--- config.mk ---
export PLATFORM = sky130hd
export DESIGN_NAME = ebc_top
export DESIGN_NICKNAME = d
export VERILOG_FILES = /design/src/ebc_pkg.sv /design/src/ebc_top.sv /design/src/ebc_decode.sv
export SDC_FILE = /design/constraint.sdc
export NUM_CORES = 1
export LEC_CHECK = 0
export BUFFER_PORTS_ARGS = -buffer_cell sky130_fd_sc_hd__buf_2
export CAP_MARGIN = 20
export CORE_MARGIN = 5
export CORE_UTILIZATION = 35
export DETAILED_ROUTE_END_ITERATION = 8
export PLACE_DENSITY = 0.57
export SLEW_MARGIN = 0
export SYNTH_ARGS = -nofsm -noshare
export SYNTH_HDL_FRONTEND = slang
export SYNTH_HIERARCHICAL = 1
export SYNTH_SLANG_ARGS = --single-unit
--- constraint.sdc ---
create_clock -name clk_in -period 4.8 [get_ports clk_in]
set_input_delay 0.96 -clock clk_in [delete_from_list [all_inputs] [get_ports clk_in]]
set_output_delay 0.96 -clock clk_in [all_outputs]
set_load 0.005 [all_outputs]
--- src/ebc_pkg.sv ---
// Package for the external bus cycle configuration block
package ebc_pkg;
    localparam int EBC_WIN_N = 5;
    localparam logic [2:0] EBC_ADDR_BASE = 3'h0;
    localparam logic [15:0] EBC_RESET_VAL = 16'h0000;
    // Field positions inside one window configuration word
    localparam int EBC_POS_CMD_DELAY = 4;
    localparam int EBC_POS_TRI_WAIT = 5;
    localparam int EBC_POS_TYPE_LO = 6;
    localparam int EBC_POS_LENGTHEN = 9;
    localparam int EBC_POS_ACTIVE = 10;
    localparam logic [15:0] EBC_WR_MASK = 16'hF6FF;
    typedef enum logic [1:0] {
        EBC_DEMUX8 = 2'h0,
        EBC_MUX8 = 2'h1,
        EBC_DEMUX16 = 2'h2,
        EBC_MUX16 = 2'h3
    } ebc_type_e;
endpackage : ebc_pkg

--- src/ebc_top.sv ---
// Window bus configuration registers with reset-strapped window 0
// Summary of operation
// Field 0: command one half clock late
// Field 1: command at strobe fall
// Tristate field 0 inserts one wait state
// Type: demux8, mux8, demux16, mux16
// Window 0 type loaded from port
// Lengthen field 1 gives long strobe
// Pin high zeroes window 0, else strap
`timescale 1ns/10ps
module ebc_top
    import ebc_pkg::*;
#(
    parameter int WIN_N = EBC_WIN_N
) (
    input wire logic clk_in,
    input wire logic resetn_in,
    input wire logic [2:0] addr_in,
    input wire logic [15:0] wdata_in,
    input wire logic wr_in,
    input wire logic rd_in,
    input wire logic external_access_pin_in,
    input wire logic [1:0] config_sample_port_in,
    input wire logic [2:0] win_sel_in,
    output logic [15:0] rdata_out,
    output logic cmd_half_delay_out,
    output logic tri_wait_out,
    output logic long_strobe_out,
    output logic wide_out,
    output logic muxed_out,
    output logic bus_active_out
);
    typedef struct packed {
        logic strap_done;
        logic [1:0] sync_fill;
        logic [2:0] pin_sync0;
        logic [2:0] pin_sync1;
        logic [WIN_N-1:0][15:0] cfg;
        logic [15:0] rdata;
        logic [4:0] dec;
    } ebc_state_s;

    ebc_state_s s_q;
    ebc_state_s s_d;
    logic [1:0] rst_sync_q;
    logic rst_n;
    logic [4:0] dec_w;
    logic [15:0] sel_cfg;

    function automatic logic win_ok(input logic [2:0] idx);
        return idx < 3'(WIN_N);
    endfunction : win_ok

    // Masked bits must never be stored in any window
    function automatic logic reserved_set(input logic [WIN_N-1:0][15:0] words);
        logic hit;
        hit = 1'b0;
        for (int w = 0; w < WIN_N; w++) begin
            hit = hit | (|(words[w] & ~EBC_WR_MASK));
        end
        return hit;
    endfunction : reserved_set

    // Runs on the raw pin reset, so it sits outside the state struct
    always_ff @(posedge clk_in or negedge resetn_in) begin
        if (!resetn_in) begin
            rst_sync_q <= 2'h0;
        end else begin
            rst_sync_q <= {rst_sync_q[0], 1'b1};
        end
    end
    assign rst_n = rst_sync_q[1];

    // Unmapped selection shows the all-zero word
    assign sel_cfg = win_ok(win_sel_in) ? s_q.cfg[win_sel_in] : EBC_RESET_VAL;

    ebc_decode u_dec (
        .cfg_in(sel_cfg),
        .cmd_half_delay_out(dec_w[0]),
        .tri_wait_out(dec_w[1]),
        .long_strobe_out(dec_w[2]),
        .wide_out(dec_w[3]),
        .muxed_out(dec_w[4])
    );

    always_comb begin
        s_d = s_q;
        // Pin and port are asynchronous: two flops each before use
        s_d.pin_sync0 = {config_sample_port_in, external_access_pin_in};
        s_d.pin_sync1 = s_q.pin_sync0;
        // Second flop holds a real pin sample only after two edges
        s_d.sync_fill = {s_q.sync_fill[0], 1'b1};
        s_d.rdata = 16'h0000;
        s_d.dec = dec_w;
        if (!s_q.strap_done) begin
            // Writes are dropped until the strap is taken
            if (s_q.sync_fill[1]) begin
                s_d.strap_done = 1'b1;
                s_d.cfg[0] = EBC_RESET_VAL;
                if (!s_q.pin_sync1[0]) begin
                    s_d.cfg[0][EBC_POS_ACTIVE] = 1'b1;
                    s_d.cfg[0][EBC_POS_LENGTHEN] = 1'b1;
                    s_d.cfg[0][EBC_POS_TYPE_LO +: 2] = s_q.pin_sync1[2:1];
                end
            end
        end else if (wr_in && win_ok(addr_in)) begin
            s_d.cfg[addr_in] = wdata_in & EBC_WR_MASK;
        end
        if (rd_in && win_ok(addr_in)) begin
            s_d.rdata = s_q.cfg[addr_in];
        end
    end

    always_ff @(posedge clk_in or negedge rst_n) begin
        if (!rst_n) begin
            s_q.strap_done <= 1'b0;
            s_q.sync_fill <= 2'h0;
            s_q.pin_sync0 <= 3'h0;
            s_q.pin_sync1 <= 3'h0;
            s_q.cfg <= '0;
            s_q.rdata <= 16'h0000;
            s_q.dec <= 5'h00;
        end else begin
            s_q.strap_done <= s_d.strap_done;
            s_q.sync_fill <= s_d.sync_fill;
            s_q.pin_sync0 <= s_d.pin_sync0;
            s_q.pin_sync1 <= s_d.pin_sync1;
            s_q.cfg <= s_d.cfg;
            s_q.rdata <= s_d.rdata;
            s_q.dec <= s_d.dec;
        end
    end

    assign rdata_out = s_q.rdata;
    assign cmd_half_delay_out = s_q.dec[0];
    assign tri_wait_out = s_q.dec[1];
    assign long_strobe_out = s_q.dec[2];
    assign wide_out = s_q.dec[3];
    assign muxed_out = s_q.dec[4];
    assign bus_active_out = s_q.cfg[0][EBC_POS_ACTIVE];

    // Decoded outputs lag the selected word by one edge; the edge
    // right after release still shows the reset decode
    a_cmd_delay_map: assert property (@(posedge clk_in) disable iff (!rst_n)
        $past(rst_n) |-> cmd_half_delay_out == !$past(sel_cfg[EBC_POS_CMD_DELAY]))
        else $error("command delay decode wrong");

    a_cmd_no_delay: assert property (@(posedge clk_in) disable iff (!rst_n)
        $past(rst_n) && $past(sel_cfg[EBC_POS_CMD_DELAY]) |-> !cmd_half_delay_out)
        else $error("command delay not removed");

    a_tri_wait_map: assert property (@(posedge clk_in) disable iff (!rst_n)
        $past(rst_n) |-> tri_wait_out != $past(sel_cfg[EBC_POS_TRI_WAIT]))
        else $error("tristate wait decode wrong");

    a_type_width: assert property (@(posedge clk_in) disable iff (!rst_n)
        $past(rst_n) |-> {wide_out, muxed_out} == $past(sel_cfg[EBC_POS_TYPE_LO +: 2]))
        else $error("bus type decode wrong");

    a_lengthen_map: assert property (@(posedge clk_in) disable iff (!rst_n)
        $past(rst_n) |-> long_strobe_out == $past(sel_cfg[EBC_POS_LENGTHEN]))
        else $error("strobe lengthen decode wrong");

    a_unmapped_sel: assert property (@(posedge clk_in) disable iff (!rst_n)
        $past(rst_n) && !$past(win_ok(win_sel_in))
        |-> cmd_half_delay_out && tri_wait_out && !long_strobe_out && !wide_out && !muxed_out)
        else $error("unmapped window not shown as zero word");

    // Strap checks, taken from the synchronised pin levels
    a_strap_type: assert property (@(posedge clk_in) disable iff (!rst_n)
        !s_q.strap_done && s_q.sync_fill[1] && !s_q.pin_sync1[0]
        |=> s_q.cfg[0][EBC_POS_TYPE_LO +: 2] == $past(s_q.pin_sync1[2:1]))
        else $error("window 0 type not strapped");

    a_strap_settled: assert property (@(posedge clk_in) disable iff (!rst_n)
        !s_q.sync_fill[1] |=> !s_q.strap_done)
        else $error("strap taken before pin sample settled");

    a_strap_once: assert property (@(posedge clk_in) disable iff (!rst_n)
        s_q.strap_done |=> s_q.strap_done)
        else $error("strap taken more than once");

    a_write_dropped: assert property (@(posedge clk_in) disable iff (!rst_n)
        !s_q.strap_done && !s_q.sync_fill[1]
        |=> $stable(s_q.cfg))
        else $error("window written before strap");

    a_strap_high: assert property (@(posedge clk_in) disable iff (!rst_n)
        !s_q.strap_done && s_q.sync_fill[1] && s_q.pin_sync1[0]
        |=> s_q.cfg[0] == EBC_RESET_VAL)
        else $error("window 0 not zero with pin high");

    a_strap_low: assert property (@(posedge clk_in) disable iff (!rst_n)
        !s_q.strap_done && s_q.sync_fill[1] && !s_q.pin_sync1[0]
        |=> s_q.cfg[0][EBC_POS_ACTIVE] && s_q.cfg[0][EBC_POS_LENGTHEN])
        else $error("window 0 active and lengthen not set");

    a_active_strap: assert property (@(posedge clk_in) disable iff (!rst_n)
        !s_q.strap_done && s_q.sync_fill[1] && !s_q.pin_sync1[0]
        |=> bus_active_out)
        else $error("bus active not set by strap");

    a_active_high: assert property (@(posedge clk_in) disable iff (!rst_n)
        !s_q.strap_done && s_q.sync_fill[1] && s_q.pin_sync1[0]
        |=> !bus_active_out)
        else $error("bus active set with pin high");

    // Register port checks
    a_rdata_idle: assert property (@(posedge clk_in) disable iff (!rst_n)
        !rd_in |=> rdata_out == 16'h0000)
        else $error("read data outside read cycle");

    a_rdata_unmapped: assert property (@(posedge clk_in) disable iff (!rst_n)
        rd_in && !win_ok(addr_in) |=> rdata_out == 16'h0000)
        else $error("unmapped read not zero");

    a_rdata_value: assert property (@(posedge clk_in) disable iff (!rst_n)
        rd_in && win_ok(addr_in) |=> rdata_out == $past(s_q.cfg[addr_in]))
        else $error("read data does not match window");

    a_write_lands: assert property (@(posedge clk_in) disable iff (!rst_n)
        s_q.strap_done && wr_in && win_ok(addr_in)
        |=> s_q.cfg[$past(addr_in)] == ($past(wdata_in) & EBC_WR_MASK))
        else $error("write not stored");

    a_reserved_clear: assert property (@(posedge clk_in) disable iff (!rst_n)
        !reserved_set(s_q.cfg))
        else $error("masked bit stored in window");
endmodule : ebc_top

--- src/ebc_decode.sv ---
// Field decoder for one window configuration word
`timescale 1ns/10ps
module ebc_decode
    import ebc_pkg::*;
(
    input wire logic [15:0] cfg_in,
    output logic cmd_half_delay_out,
    output logic tri_wait_out,
    output logic long_strobe_out,
    output logic wide_out,
    output logic muxed_out
);
    ebc_type_e t;
    always_comb begin
        t = ebc_type_e'(cfg_in[EBC_POS_TYPE_LO +: 2]);
        cmd_half_delay_out = ~cfg_in[EBC_POS_CMD_DELAY];
        tri_wait_out = ~cfg_in[EBC_POS_TRI_WAIT];
        long_strobe_out = cfg_in[EBC_POS_LENGTHEN];
        wide_out = (t == EBC_DEMUX16) || (t == EBC_MUX16);
        muxed_out = (t == EBC_MUX8) || (t == EBC_MUX16);
    end
endmodule : ebc_decode

# --- After elaboration in Yosys (flattened, before gate mapping) ---
# Index checks and enable logic that the tools add are counted.
# Widths: inputs -> output; s select.
op_classes:
  shifts: 0
  magnitude_cmp: 5
  n_reduce_logical: 8
  addsub: 0
  eq_ne: 4
  mul: 0
  bitwise: 2
  n_div: 0
  mux: 16
op_table:
  columns: ["op", "count"]
  rows:
  - ["$bmux 16 s3", 2]
  - ["$mux 16", 6]
  - ["$bwmux 80", 1]
  - ["$demux 16 s3", 1]
  - ["$mux 10", 2]
  - ["$lt 3x4->1 const B", 2]
  - ["$lt 3x3->1 const B", 2]
  - ["$eq 2x2->1 const B", 2]
  - ["$mux 2", 2]
  - ["$reduce_and 2->1", 2]
  - ["$ge 3x1->1 const B", 1]
  - ["$logic_and 1x1->1", 3]
  - ["$eq 2x1->1 const B", 1]
  - ["$logic_or 1x1->1", 2]
  - ["$mux 1", 2]
  - ["$ne 2x1->1 const B", 1]
  - ["$not 1->1", 2]
  - ["$reduce_bool 2->1", 1]
word_totals:
  in_bits: 29
  mem_count: 0
  output_inout_bits: 22
  word_cells: 47
  latch_bits: 0
  reg_bits: 112
  ramBits: 0
  rom_bits: 0

# --- Longest topological paths before layout ---
# Gate-level depths: netlist of run 1.
logic_depth:
  ltp_word: 7
  mapped_depth: 7
  mapped_depth_nobuf: 4

# --- By module ---
# Netlist of run 1, hierarchy kept.
by_module_without_submodules:
  columns: ["module", "n_inst", "cells_each", "area_each_um2", "seq_area_each_um2"]
  rows:
  - ["ebc_top", 1, 404, 4932.2, 2527.4]
  - ["ebc_decode", 1, 5, 22.5, 0.0]

# --- Worst setup path after synthesis of run 1 ---
# OpenSTA, ideal clock, no wires.
synth_path:
  kind: "input -> register"
  start: "input port win_sel_in[0]"
  end: "register s_q, in the netlist long_strobe_out"
  setup_ps: 61
  t_required_ps: 4739
  stages: 7
  setup_slack_ps: 2644
  arrival_time_ps: 2094
  path_buffers: 4
  cell_sequence: "buf_4 buf_6 nor3b_1 buf_4 nand2_1 o21ai_0 buf_4"
synth_between:
  elab_chain_len: 3
  word_cells_on_any_way: 4
  cone_classes: "1 x order compare; 3 x mux"
synth_rtl:
  columns: ["item", "line_no", "text"]
  rows:
  - ["start: declaration", "ebc_top.sv:24", "input wire logic [2:0] win_sel_in,"]
  - ["$bmux 16 s3", "ebc_top.sv:75", "assign sel_cfg = win_ok(win_sel_in) ? s_q.cfg[win_sel_in] : EBC_RESET_VAL;"]
  - ["$mux 10 (implied by the code)", "ebc_top.sv:75", null]
  - ["$mux 10 (*)", "ebc_top.sv:75", null]
  - ["net sel_cfg[9]", "ebc_top.sv:48", "logic [15:0] sel_cfg;"]
  - ["end: declaration", "ebc_top.sv:43", "ebc_state_s s_q;"]
# Mark *: on every way through the listed nets, which the timed path passes. The rest lies on a longest branch. The select of a mux whose other input is x is not followed.
# A chain may end at the register's enable or synchronous reset.

# --- Worst setup path in the final report of run 1 ---
layout_path:
  start: "input port addr_in[0]"
  end: "register s_q[57] in the netlist's numbering"
layout_between:
  elab_chain_len: 5
  word_cells_on_any_way: 9
  cone_classes: "3 x order compare; 3 x mux; 3 x reduce/logical"
layout_rtl:
  columns: ["item", "line_no", "text"]
  rows:
  - ["start: declaration", "ebc_top.sv:18", "input wire logic [2:0] addr_in,"]
  - ["$lt 3x4->1 (implied by the code) or $ge 3x1->1 (tied branches)", "ebc_top.sv:107", "s_d.cfg[addr_in] = wdata_in & EBC_WR_MASK;"]
  - ["$logic_and 1x1->1 (implied by the code)", "ebc_top.sv:107", null]
  - ["$mux 16 (implied by the code)", "ebc_top.sv:107", null]
  - ["$demux 16 s3", "ebc_top.sv:107", null]
  - ["$bwmux 80", "ebc_top.sv:107", null]
# Several ways; a longest one is shown, not always the timed one.

==> results.yml, run 1 <==
placed_design:
  place_congestion: 0.751
  pre_cts_slack_ns: 1.75
  io_buffer_count: 48
  dpl.hpwl_mm: 6.24
  place_area_um2: 4850
  placed_cells: 559
global_routing:
  wire_length_of_the_first_global_routing_pass_mm: 16.5
  grt_remaining_overflow: 0
  antenna_found_initial: 0
  global_route.usage.total_pct: 13.4
  grt_max_degree: 61
  number_of_global_route_vias_before_repair: 3062
cts:
  clkLatencyLatePin_ns: 0.34
  cts_repair_resize_count: 0
  cts-buffers-inserted: 9
  cts.sink_count: 101
  path_clk_slew_ns: 0.07
  postCtsSetupBuffers: 0
  cts_buffer_depth: 2
  tritoncts_clock_tree: "built"
  htree_levels: 3
  cts_root_buf: "sky130_fd_sc_hd__clkbuf_16"
  hold_fix_buffers_cts: 0
power_and_ir_drop:
  cellPowerDensity_nw_per_um2: 415
  vdd_drop_max_uv: 153
  power.leakage_nw: 2.32
routing:
  drt_first_iter_violations: 114
  vias_per_cell: 4.86
  num_vias: 2795
  drt_pre_antenna_iters: 4
  detail-route-antenna-nets: 0
  wire_per_inst_um: 17.3
  route.detailed.drc: 0
  detail_route.wirelength_mm: 9.94
timing:
  finalSetupViolCount: 0
  post-route-min-period_ns: 2.69
  final_critical_path_setup_slack_ns: 2.11
  finalHoldViolCount: 0
  max_slew.worst_pin.slew_ns: 0.983
  clock.fmax_mhz: 372
  report.final.slew_viol_count: 0
  maxSlewHeadroom_pct: 34.2
  clock-skew-final_ns: 0.00567
  rsz_0062_raised_after_global_routing: "false"
  timing.setup.tns_ns: 0
  hold_ws_ns: 0.314
  min_period_over_period_pct: 55.9
job:
  maxCapViolCount: 0
critical_path:
  critPathCaptureType: "flip-flop"
  crit_path_max_fanout: 33
  ff2ff_setup_slack_ns: 2.83
  crit_arrival_ns: 2.91
  path_class: "primary input to flip-flop"
  startpoint_class_of_the_critical_path: "primary input"
  worstPathRequired_ns: 5.03
worst_hold_path:
  worst_hold_path_class: "flip-flop to async pin"
die:
  top_level_ports: 51
  num_rows: 42
  die_x_extent_um: 125
  initial_utilization_pct: 35.3
  fp.dieArea_um2: 15700
  coreArea_um2: 13100
  die-height_um: 125
finish:
  layout.filler_cells: 1288
  mostFrequentLayoutCells: "100 x sky130_fd_sc_hd__dfrtp_1, 63 x sky130_fd_sc_hd__mux2_2, 48 x sky130_fd_sc_hd__buf_2"
  layout_commonest_cell: "sky130_fd_sc_hd__dfrtp_1"
  fraction_of_final_layout_cells_sized_beyond_drive_strength_1_pct: 35.6
  final_design_area_no_fill_um2: 5170
  finalNetCount: 423
  layout.cells.non_filler: 575
  area_growth_syn_to_layout_pct: 11.5
  antenna_cells: 0
logic_synthesis:
  synth.avg_cell_area_um2: 12.4
  ys.warnings.count: 6
  synthCells: 373
  syn_area_um2: 4640
outcome:
  status: "finished clean"
-- worst max-delay path, stage by stage --
cell	delay, ns
sky130_fd_sc_hd__buf_2	0.33
sky130_fd_sc_hd__nor2b_1	0.32
sky130_fd_sc_hd__nor3b_4	0.86
sky130_fd_sc_hd__mux2_2	0.42
-- layer usage --
layer / track usage [%] / wire [µm]
met5: 0 / 0
met2: 21.8 / 4780
met1: 17.8 / 4580
met3: 3.16 / 409
met4: 4.40 / 168
-- power by group --
group          switching, W  internal [W]  leakage, nW
combinational      0.000133      0.000172        0.923
sequential        0.0000793      0.000992         1.24
clock              0.000311      0.000459        0.150
total              0.000523       0.00162         2.32
-- sequential cells by signal (all words and copies together) (netlist names) --
register            cells
bus_active_out          1
cmd_half_delay_out      1
long_strobe_out         1
muxed_out               1
rdata_out              15
rst_sync_q              2
s_d                     4
s_q                    74
tri_wait_out            1
wide_out                1
-- area by class of cell --
class	instances	area (µm²)	share of cell area (%)
multi-input cells	210	1760	34.1
clock inverters	5	85.1	1.64
flip-flops and latches	101	2530	48.9
clock buffers	11	233	4.50
repair buffers	51	263	5.08
inverters	21	78.8	1.52
well taps	176	220	4.26
-- through the flow --
stage | total power [W] | util [%]
after detailed placement | 0.00140 | 37.0
final | 0.00215 | 39.4
after floorplan | 0.00132 | -
after global routing | 0.00226 | 39.4
after CTS | 0.00218 | 39.4
after global placement | 0.00138 | 37.0
-- path summary, 6_finish.rpt --
check | from | end | depth (start not counted)
max | addr_in[0] | s_q[57]$_DFFE_PN0P_ | 4
min in group clk_in | s_d[102]$_DFF_PN0_ | s_q[102]$_DFF_PN0_ | 0
max in group asynchronous | rst_sync_q[1]$_DFF_PN0_ | rdata_out[11]$_DFF_PN0_ | 1
min | rst_sync_q[1]$_DFF_PN0_ | rdata_out[12]$_DFF_PN0_ | 0
min reg2reg | rst_sync_q[1]$_DFF_PN0_ | rdata_out[12]$_DFF_PN0_ | 0
max reg2reg | s_q[109]$_DFF_PN0_ | s_q[57]$_DFFE_PN0P_ | 3
Power figures use the tool's default switching activity.
==> inputs of run 2 (changes only) <==
- PLACE_DENSITY: 0.57 -> 0.59
- clock period: 4.8 -> 2.31 ns (I/O delays scaled with it)
==> run 2 against run 1 <==
Against the previous run: clock-buffer cell count grew 3; die area is the same; register-to-register slack lost 2.0 ns; utilization grew 0.84 points; critical path type unchanged.
==> results.yml, run 2 (synthesis results as in run 1) <==
critical_path:
  crit_arrival_ns: 1.82
  worstPathRequired_ns: 2.54
  startpoint_class_of_the_critical_path: "primary input"
  critPathCaptureType: "flip-flop"
  critical-path-top-delay-family: "simple AND/OR/NAND/NOR gates"
  path_cells: "buf_2 > buf_4 > nor3b_1 > nand2_1 > a21boi_0"
  path_class: "primary input to flip-flop"
  crit_path_max_fanout: 13
  cp_slowest_cell: "sky130_fd_sc_hd__nor3b_1"
  slowest_delay_ns: 0.49
  critical_path.n_buffers_inverters: 2
timing:
  clock-skew-final_ns: 0.00794
  max_slew.worst_pin.slew_ns: 0.702
  min_period_over_period_pct: 68.9
  hold_ws_ns: 0.227
  finalSetupViolCount: 0
  finalHoldViolCount: 0
  rsz_0062_raised_after_global_routing: "false"
  report.final.slew_viol_count: 0
  post-route-min-period_ns: 1.59
  timing.setup.tns_ns: 0
  maxSlewHeadroom_pct: 53.2
  clock.fmax_mhz: 628
die:
  top_level_ports: 51
  die_x_extent_um: 125
  fp.dieArea_um2: 15700
  coreArea_um2: 13100
  initial_utilization_pct: 35.3
  num_rows: 42
  die-height_um: 125
finish:
  number_of_flip_flops_under_the_largest_register_name: 74
  layout_commonest_cell: "sky130_fd_sc_hd__dfrtp_1"
  finalNetCount: 442
  layout.filler_cells: 1288
  reg_with_most_ffs: "s_q"
  antenna_cells: 0
  mostFrequentLayoutCells: "100 x sky130_fd_sc_hd__dfrtp_1, 63 x sky130_fd_sc_hd__mux2_2, 48 x sky130_fd_sc_hd__buf_2"
  fin_util_pct: 40.2
  area_growth_syn_to_layout_pct: 13.9
  fraction_of_final_layout_cells_sized_beyond_drive_strength_1_pct: 38.1
power_and_ir_drop:
  vdd_drop_max_uv: 560
  cellPowerDensity_nw_per_um2: 816
  power.leakage_nw: 2.39
cts:
  cts.sink_count: 101
  clkLatencyLatePin_ns: 0.34
  cts_buffer_depth: 2
  postCtsSetupBuffers: 0
  tritoncts_clock_tree: "built"
  htree_levels: 3
  cts_root_buf: "sky130_fd_sc_hd__clkbuf_16"
  cts-buffers-inserted: 9
  path_clk_slew_ns: 0.06
routing:
  detail_route.wirelength_mm: 10.2
  num_vias: 2898
  wire_per_inst_um: 17.1
  route.detailed.drc: 0
  detail-route-antenna-nets: 0
  drt_first_iter_violations: 194
  vias_per_cell: 4.89
  drt_pre_antenna_iters: 4
job:
  maxCapViolCount: 0
global_routing:
  global_route.usage.total_pct: 13.6
  number_of_global_route_vias_before_repair: 3068
  grt_max_degree: 54
  antenna_found_initial: 0
  wire_length_of_the_first_global_routing_pass_mm: 16.7
  grt_remaining_overflow: 0
placed_design:
  io_buffer_count: 48
  dpl.hpwl_mm: 6.89
  place_congestion: 0.752
outcome:
  status: "finished clean"
worst_hold_path:
  worst_hold_path_class: "primary input to flip-flop"
==> run 2: final cells by class <==
| type | instances | area (µm²) | area share [%] |
|---|---|---|---|
| clock buffers | 14 | 274 | 5.19 |
| clock inverters | 1 | 5.00 | 0.0947 |
| inverters | 21 | 78.8 | 1.49 |
| multi-input cells | 210 | 1750 | 33.2 |
| flip-flops and latches | 101 | 2530 | 47.9 |
| well taps | 176 | 220 | 4.17 |
| repair buffers | 70 | 420 | 7.96 |
==> run 2: worst register-to-register path: cells and delay by family, from the launching register on <==
kind | cells | cell delay (ns)
flops | 1 | 0.42
buf+inv | 1 | 0.25
simple gates | 2 | 0.37
mux | 1 | 0.35
==> run 2: report_power, final <==
part / internal [W] / switching, W
Sequential: 0.00206 / 0.000175
Combinational: 0.000374 / 0.000273
Clock: 0.000812 / 0.000616
==> run 2: metrics by stage <==
stage | power [W] | area (µm²) | std cells | setup slack, ns
2_1_floorplan | 0.00273 | 4640 | 374 | 0.615
3_3_place_gp | 0.00289 | 4990 | 577 | 0.388
3_5_place_dp | 0.00292 | 4990 | 577 | 0.359
4_1_cts | 0.00437 | 5280 | 593 | 0.730
5_1_grt | 0.00455 | 5280 | 593 | 0.542
6_report | 0.00431 | 5280 | 593 | 0.718
==> run 2: final timing paths <==
path	startpoint	endpoint	slack, ns	depth (start not counted)
min	config_sample_port_in[0]	s_d[102]$_DFF_PN0_	0.23	1
min in group asynchronous	rst_sync_q[1]$_DFF_PN0_	s_q[75]$_DFFE_PN0P_	0.38	0
min reg2reg	rst_sync_q[0]$_DFF_PN0_	rst_sync_q[1]$_DFF_PN0_	0.35	0
max reg2reg	s_q[109]$_DFF_PN0_	s_q[62]$_DFFE_PN0P_	0.80	4
max	addr_in[2]	rdata_out[7]$_DFF_PN0_	0.72	5
max in group asynchronous	rst_sync_q[1]$_DFF_PN0_	s_q[37]$_DFFE_PN0P_	1.28	1
==> run 2: layer usage <==
metal	wire [µm]	global-route usage, %	vias up
met5	0	0	-
met2	4970	22.4	67
met3	564	4.52	10
met4	127	3.64	0
met1	4500	17.3	1474
li1	-	-	1347
==> run 2: what timing repair did <==
item / CTS / global route
gates resized for setup: 0 / 0
endpoints found under the hold margin: 2 / 0
hold buffers: 1 / 0
==> inputs of run 3 (changes only) <==
- ABC_AREA: not set -> 1
- clock period: 2.31 -> 1.29 ns (I/O delays scaled with it)
==> run 3 against run 2 <==
Against the previous run: final cell count up 40%; synthesized cell count is 60% higher; synthesized area is 8.7% higher; total power is 77% higher; first-iteration DRC count up 110%; critical endpoint is now s_q[27]$_DFFE_PN0P_; largest power group unchanged; highest routed layer unchanged.
==> results.yml, run 3 <==
outcome:
  status: "finished clean"
timing:
  clock-skew-final_ns: 0.00617
  rsz_0062_raised_after_global_routing: "false"
  clock.fmax_mhz: 817
  maxSlewHeadroom_pct: 64.0
  min_period_over_period_pct: 94.9
  report.final.slew_viol_count: 0
  finalSetupViolCount: 0
  finalHoldViolCount: 0
  final_critical_path_setup_slack_ns: 0.0657
  post-route-min-period_ns: 1.22
  max_slew.worst_pin.slew_ns: 0.539
power_and_ir_drop:
  vdd_drop_max_uv: 678
  power_report.internal_total_w: 0.00546
  switching_share_pct: 28.5
  design_power_total_w: 0.00763
  power.leakage_nw: 3.02
  netSwitchingPower_w: 0.00217
  cellPowerDensity_nw_per_um2: 1320
  pwr-share-clk_pct: 32.2
  power.combinational.fraction_pct: 17.8
  sequential_cell_fraction_of_total_power_pct: 50.1
logic_synthesis:
  synthCells: 596
  syn_area_um2: 5040
  ys.warnings.count: 6
  synth.avg_cell_area_um2: 8.46
critical_path:
  cp_slowest_cell: "sky130_fd_sc_hd__dfrtp_2"
  critPathCaptureType: "flip-flop"
  path_class: "flip-flop to flip-flop"
  crit_path_max_fanout: 8
  most_repeated_library_cell_on_the_critical_path: "sky130_fd_sc_hd__nand2_1"
  crit_arrival_ns: 1.52
  worstPathRequired_ns: 1.58
  path_cells: "or2_2 > o21ai_0 > nand2_1 > nand2_1"
  slowest_delay_ns: 0.47
  startpoint_class_of_the_critical_path: "flip-flop"
die:
  top_level_ports: 51
  coreArea_um2: 14000
  die-height_um: 130
  fp.dieArea_um2: 16900
  die_x_extent_um: 130
  initial_utilization_pct: 36.1
  num_rows: 43
cts:
  cts.sink_count: 101
  clkLatencyLatePin_ns: 0.35
  postCtsSetupBuffers: 0
  htree_levels: 3
  path_clk_slew_ns: 0.07
  cts-buffers-inserted: 9
  tritoncts_clock_tree: "built"
  cts_buffer_depth: 2
  cts_root_buf: "sky130_fd_sc_hd__clkbuf_16"
global_routing:
  antenna_found_initial: 0
  global_route.usage.total_pct: 14.9
  grt_max_degree: 100
  number_of_global_route_vias_before_repair: 3915
  grt_remaining_overflow: 0
  wire_length_of_the_first_global_routing_pass_mm: 19.5
finish:
  mostFrequentLayoutCells: "171 x sky130_fd_sc_hd__nand2_1, 99 x sky130_fd_sc_hd__dfrtp_1, 85 x sky130_fd_sc_hd__inv_1"
  fraction_of_final_layout_cells_sized_beyond_drive_strength_1_pct: 25.0
  number_of_flip_flops_under_the_largest_register_name: 74
  seqCellArea_um2: 2530
  layout_commonest_cell: "sky130_fd_sc_hd__nand2_1"
  area_growth_syn_to_layout_pct: 14.8
  layout.filler_cells: 1417
  finalNetCount: 673
  multiInputGateArea_um2: 1810
  reg_with_most_ffs: "s_q"
  antenna_cells: 0
placed_design:
  io_buffer_count: 48
  pre_cts_slack_ns: -0.0569
  place_congestion: 0.878
  dpl.hpwl_mm: 8.49
routing:
  detail_route.wirelength_mm: 11.7
  wire_per_inst_um: 14.2
  route.detailed.drc: 0
  detail-route-antenna-nets: 0
  drt_first_iter_violations: 399
  num_vias: 3842
  drt_pre_antenna_iters: 5
  vias_per_cell: 4.63
job:
  maxCapViolCount: 0
worst_hold_path:
  worst_hold_path_class: "primary input to flip-flop"
-- run 3: changes by cell type in the layout (fill, tap and decap cells not counted), sizes merged, moves of 23 or more --
cell   before  now
nand2      29  180
inv        21   91
o21ai      10   71
mux2       64    0
nand3       2   68
mux2i      23    0
-- run 3: critical path, delay by kind of cell (launching register included) --
family	cells	cell delay, ns
flip-flops	1	0.47
AO/OA/AOI/OAI	1	0.16
AND/OR/NAND/NOR	3	0.54
-- run 3: path summary, 6_finish.rpt --
path / startpoint / end / slack (ns) / cells after the start
setup / recovery: s_q[109]$_DFF_PN0_ / s_q[27]$_DFFE_PN0P_ / 0.07 / 4
min in group asynchronous: resetn_in / rst_sync_q[1]$_DFF_PN0_ / 0.21 / 2
setup reg to reg: s_q[109]$_DFF_PN0_ / s_q[27]$_DFFE_PN0P_ / 0.07 / 4
hold reg to reg: rst_sync_q[1]$_DFF_PN0_ / s_q[85]$_DFFE_PN0P_ / 0.35 / 1
max in group asynchronous: rst_sync_q[1]$_DFF_PN0_ / s_q[24]$_DFFE_PN0P_ / 0.50 / 1
hold / removal: external_access_pin_in / s_d[101]$_DFF_PN0_ / 0.008 / 1
-- run 3: power groups by stage --
stage	Sequential, W	Clock [W]	Combinational (W)
floorplan	0.00387	0	0.000992
global placement	0.00386	0	0.00133
detailed placement	0.00388	0	0.00136
CTS	0.00382	0.00251	0.00137
global route	0.00387	0.00266	0.00155
finish	0.00382	0.00246	0.00136
-- run 3: repair_timing --
item,in CTS,in global routing
pin swaps,0,1
cloned,0,1
setup endpoints to repair,3,11
resized for setup,1,3
hold buffers,1,0
endpoints found under the hold margin,2,0
-- run 3: per-stage QoR --
stage	hold slack [ns]	util (%)	TNS, ns	area [µm²]	cells
5_1_grt	0.000753	41.4	0	5790	829
3_3_place_gp	0.0435	39.3	-0.562	5500	811
3_5_place_dp	0.0458	39.3	-1.24	5500	811
2_1_floorplan	-0.0376	-	0	5050	597
6_report	0.00833	41.4	0	5790	829
4_1_cts	0.00243	41.3	0	5780	828
-- run 3: cell type report --
class | count | area share [%]
Clock buffer | 13 | 4.15
Clock inverter | 3 | 0.389
Inverter | 91 | 6.07
Multi-Input combinational cell | 354 | 31.2
Sequential cell | 101 | 43.7
Tap cell | 180 | 3.89
Timing Repair Buffer | 87 | 10.5
-- run 3: routing by layer --
metal  share of wire [%]  track usage, %  vias to the layer above
li1                    -               -                     1915
met1                  43            18.7                     1802
met2                  49            25.1                      105
met3                 5.3            2.91                       20
met4                 2.2            6.36                        0
met5                   0               0                        -
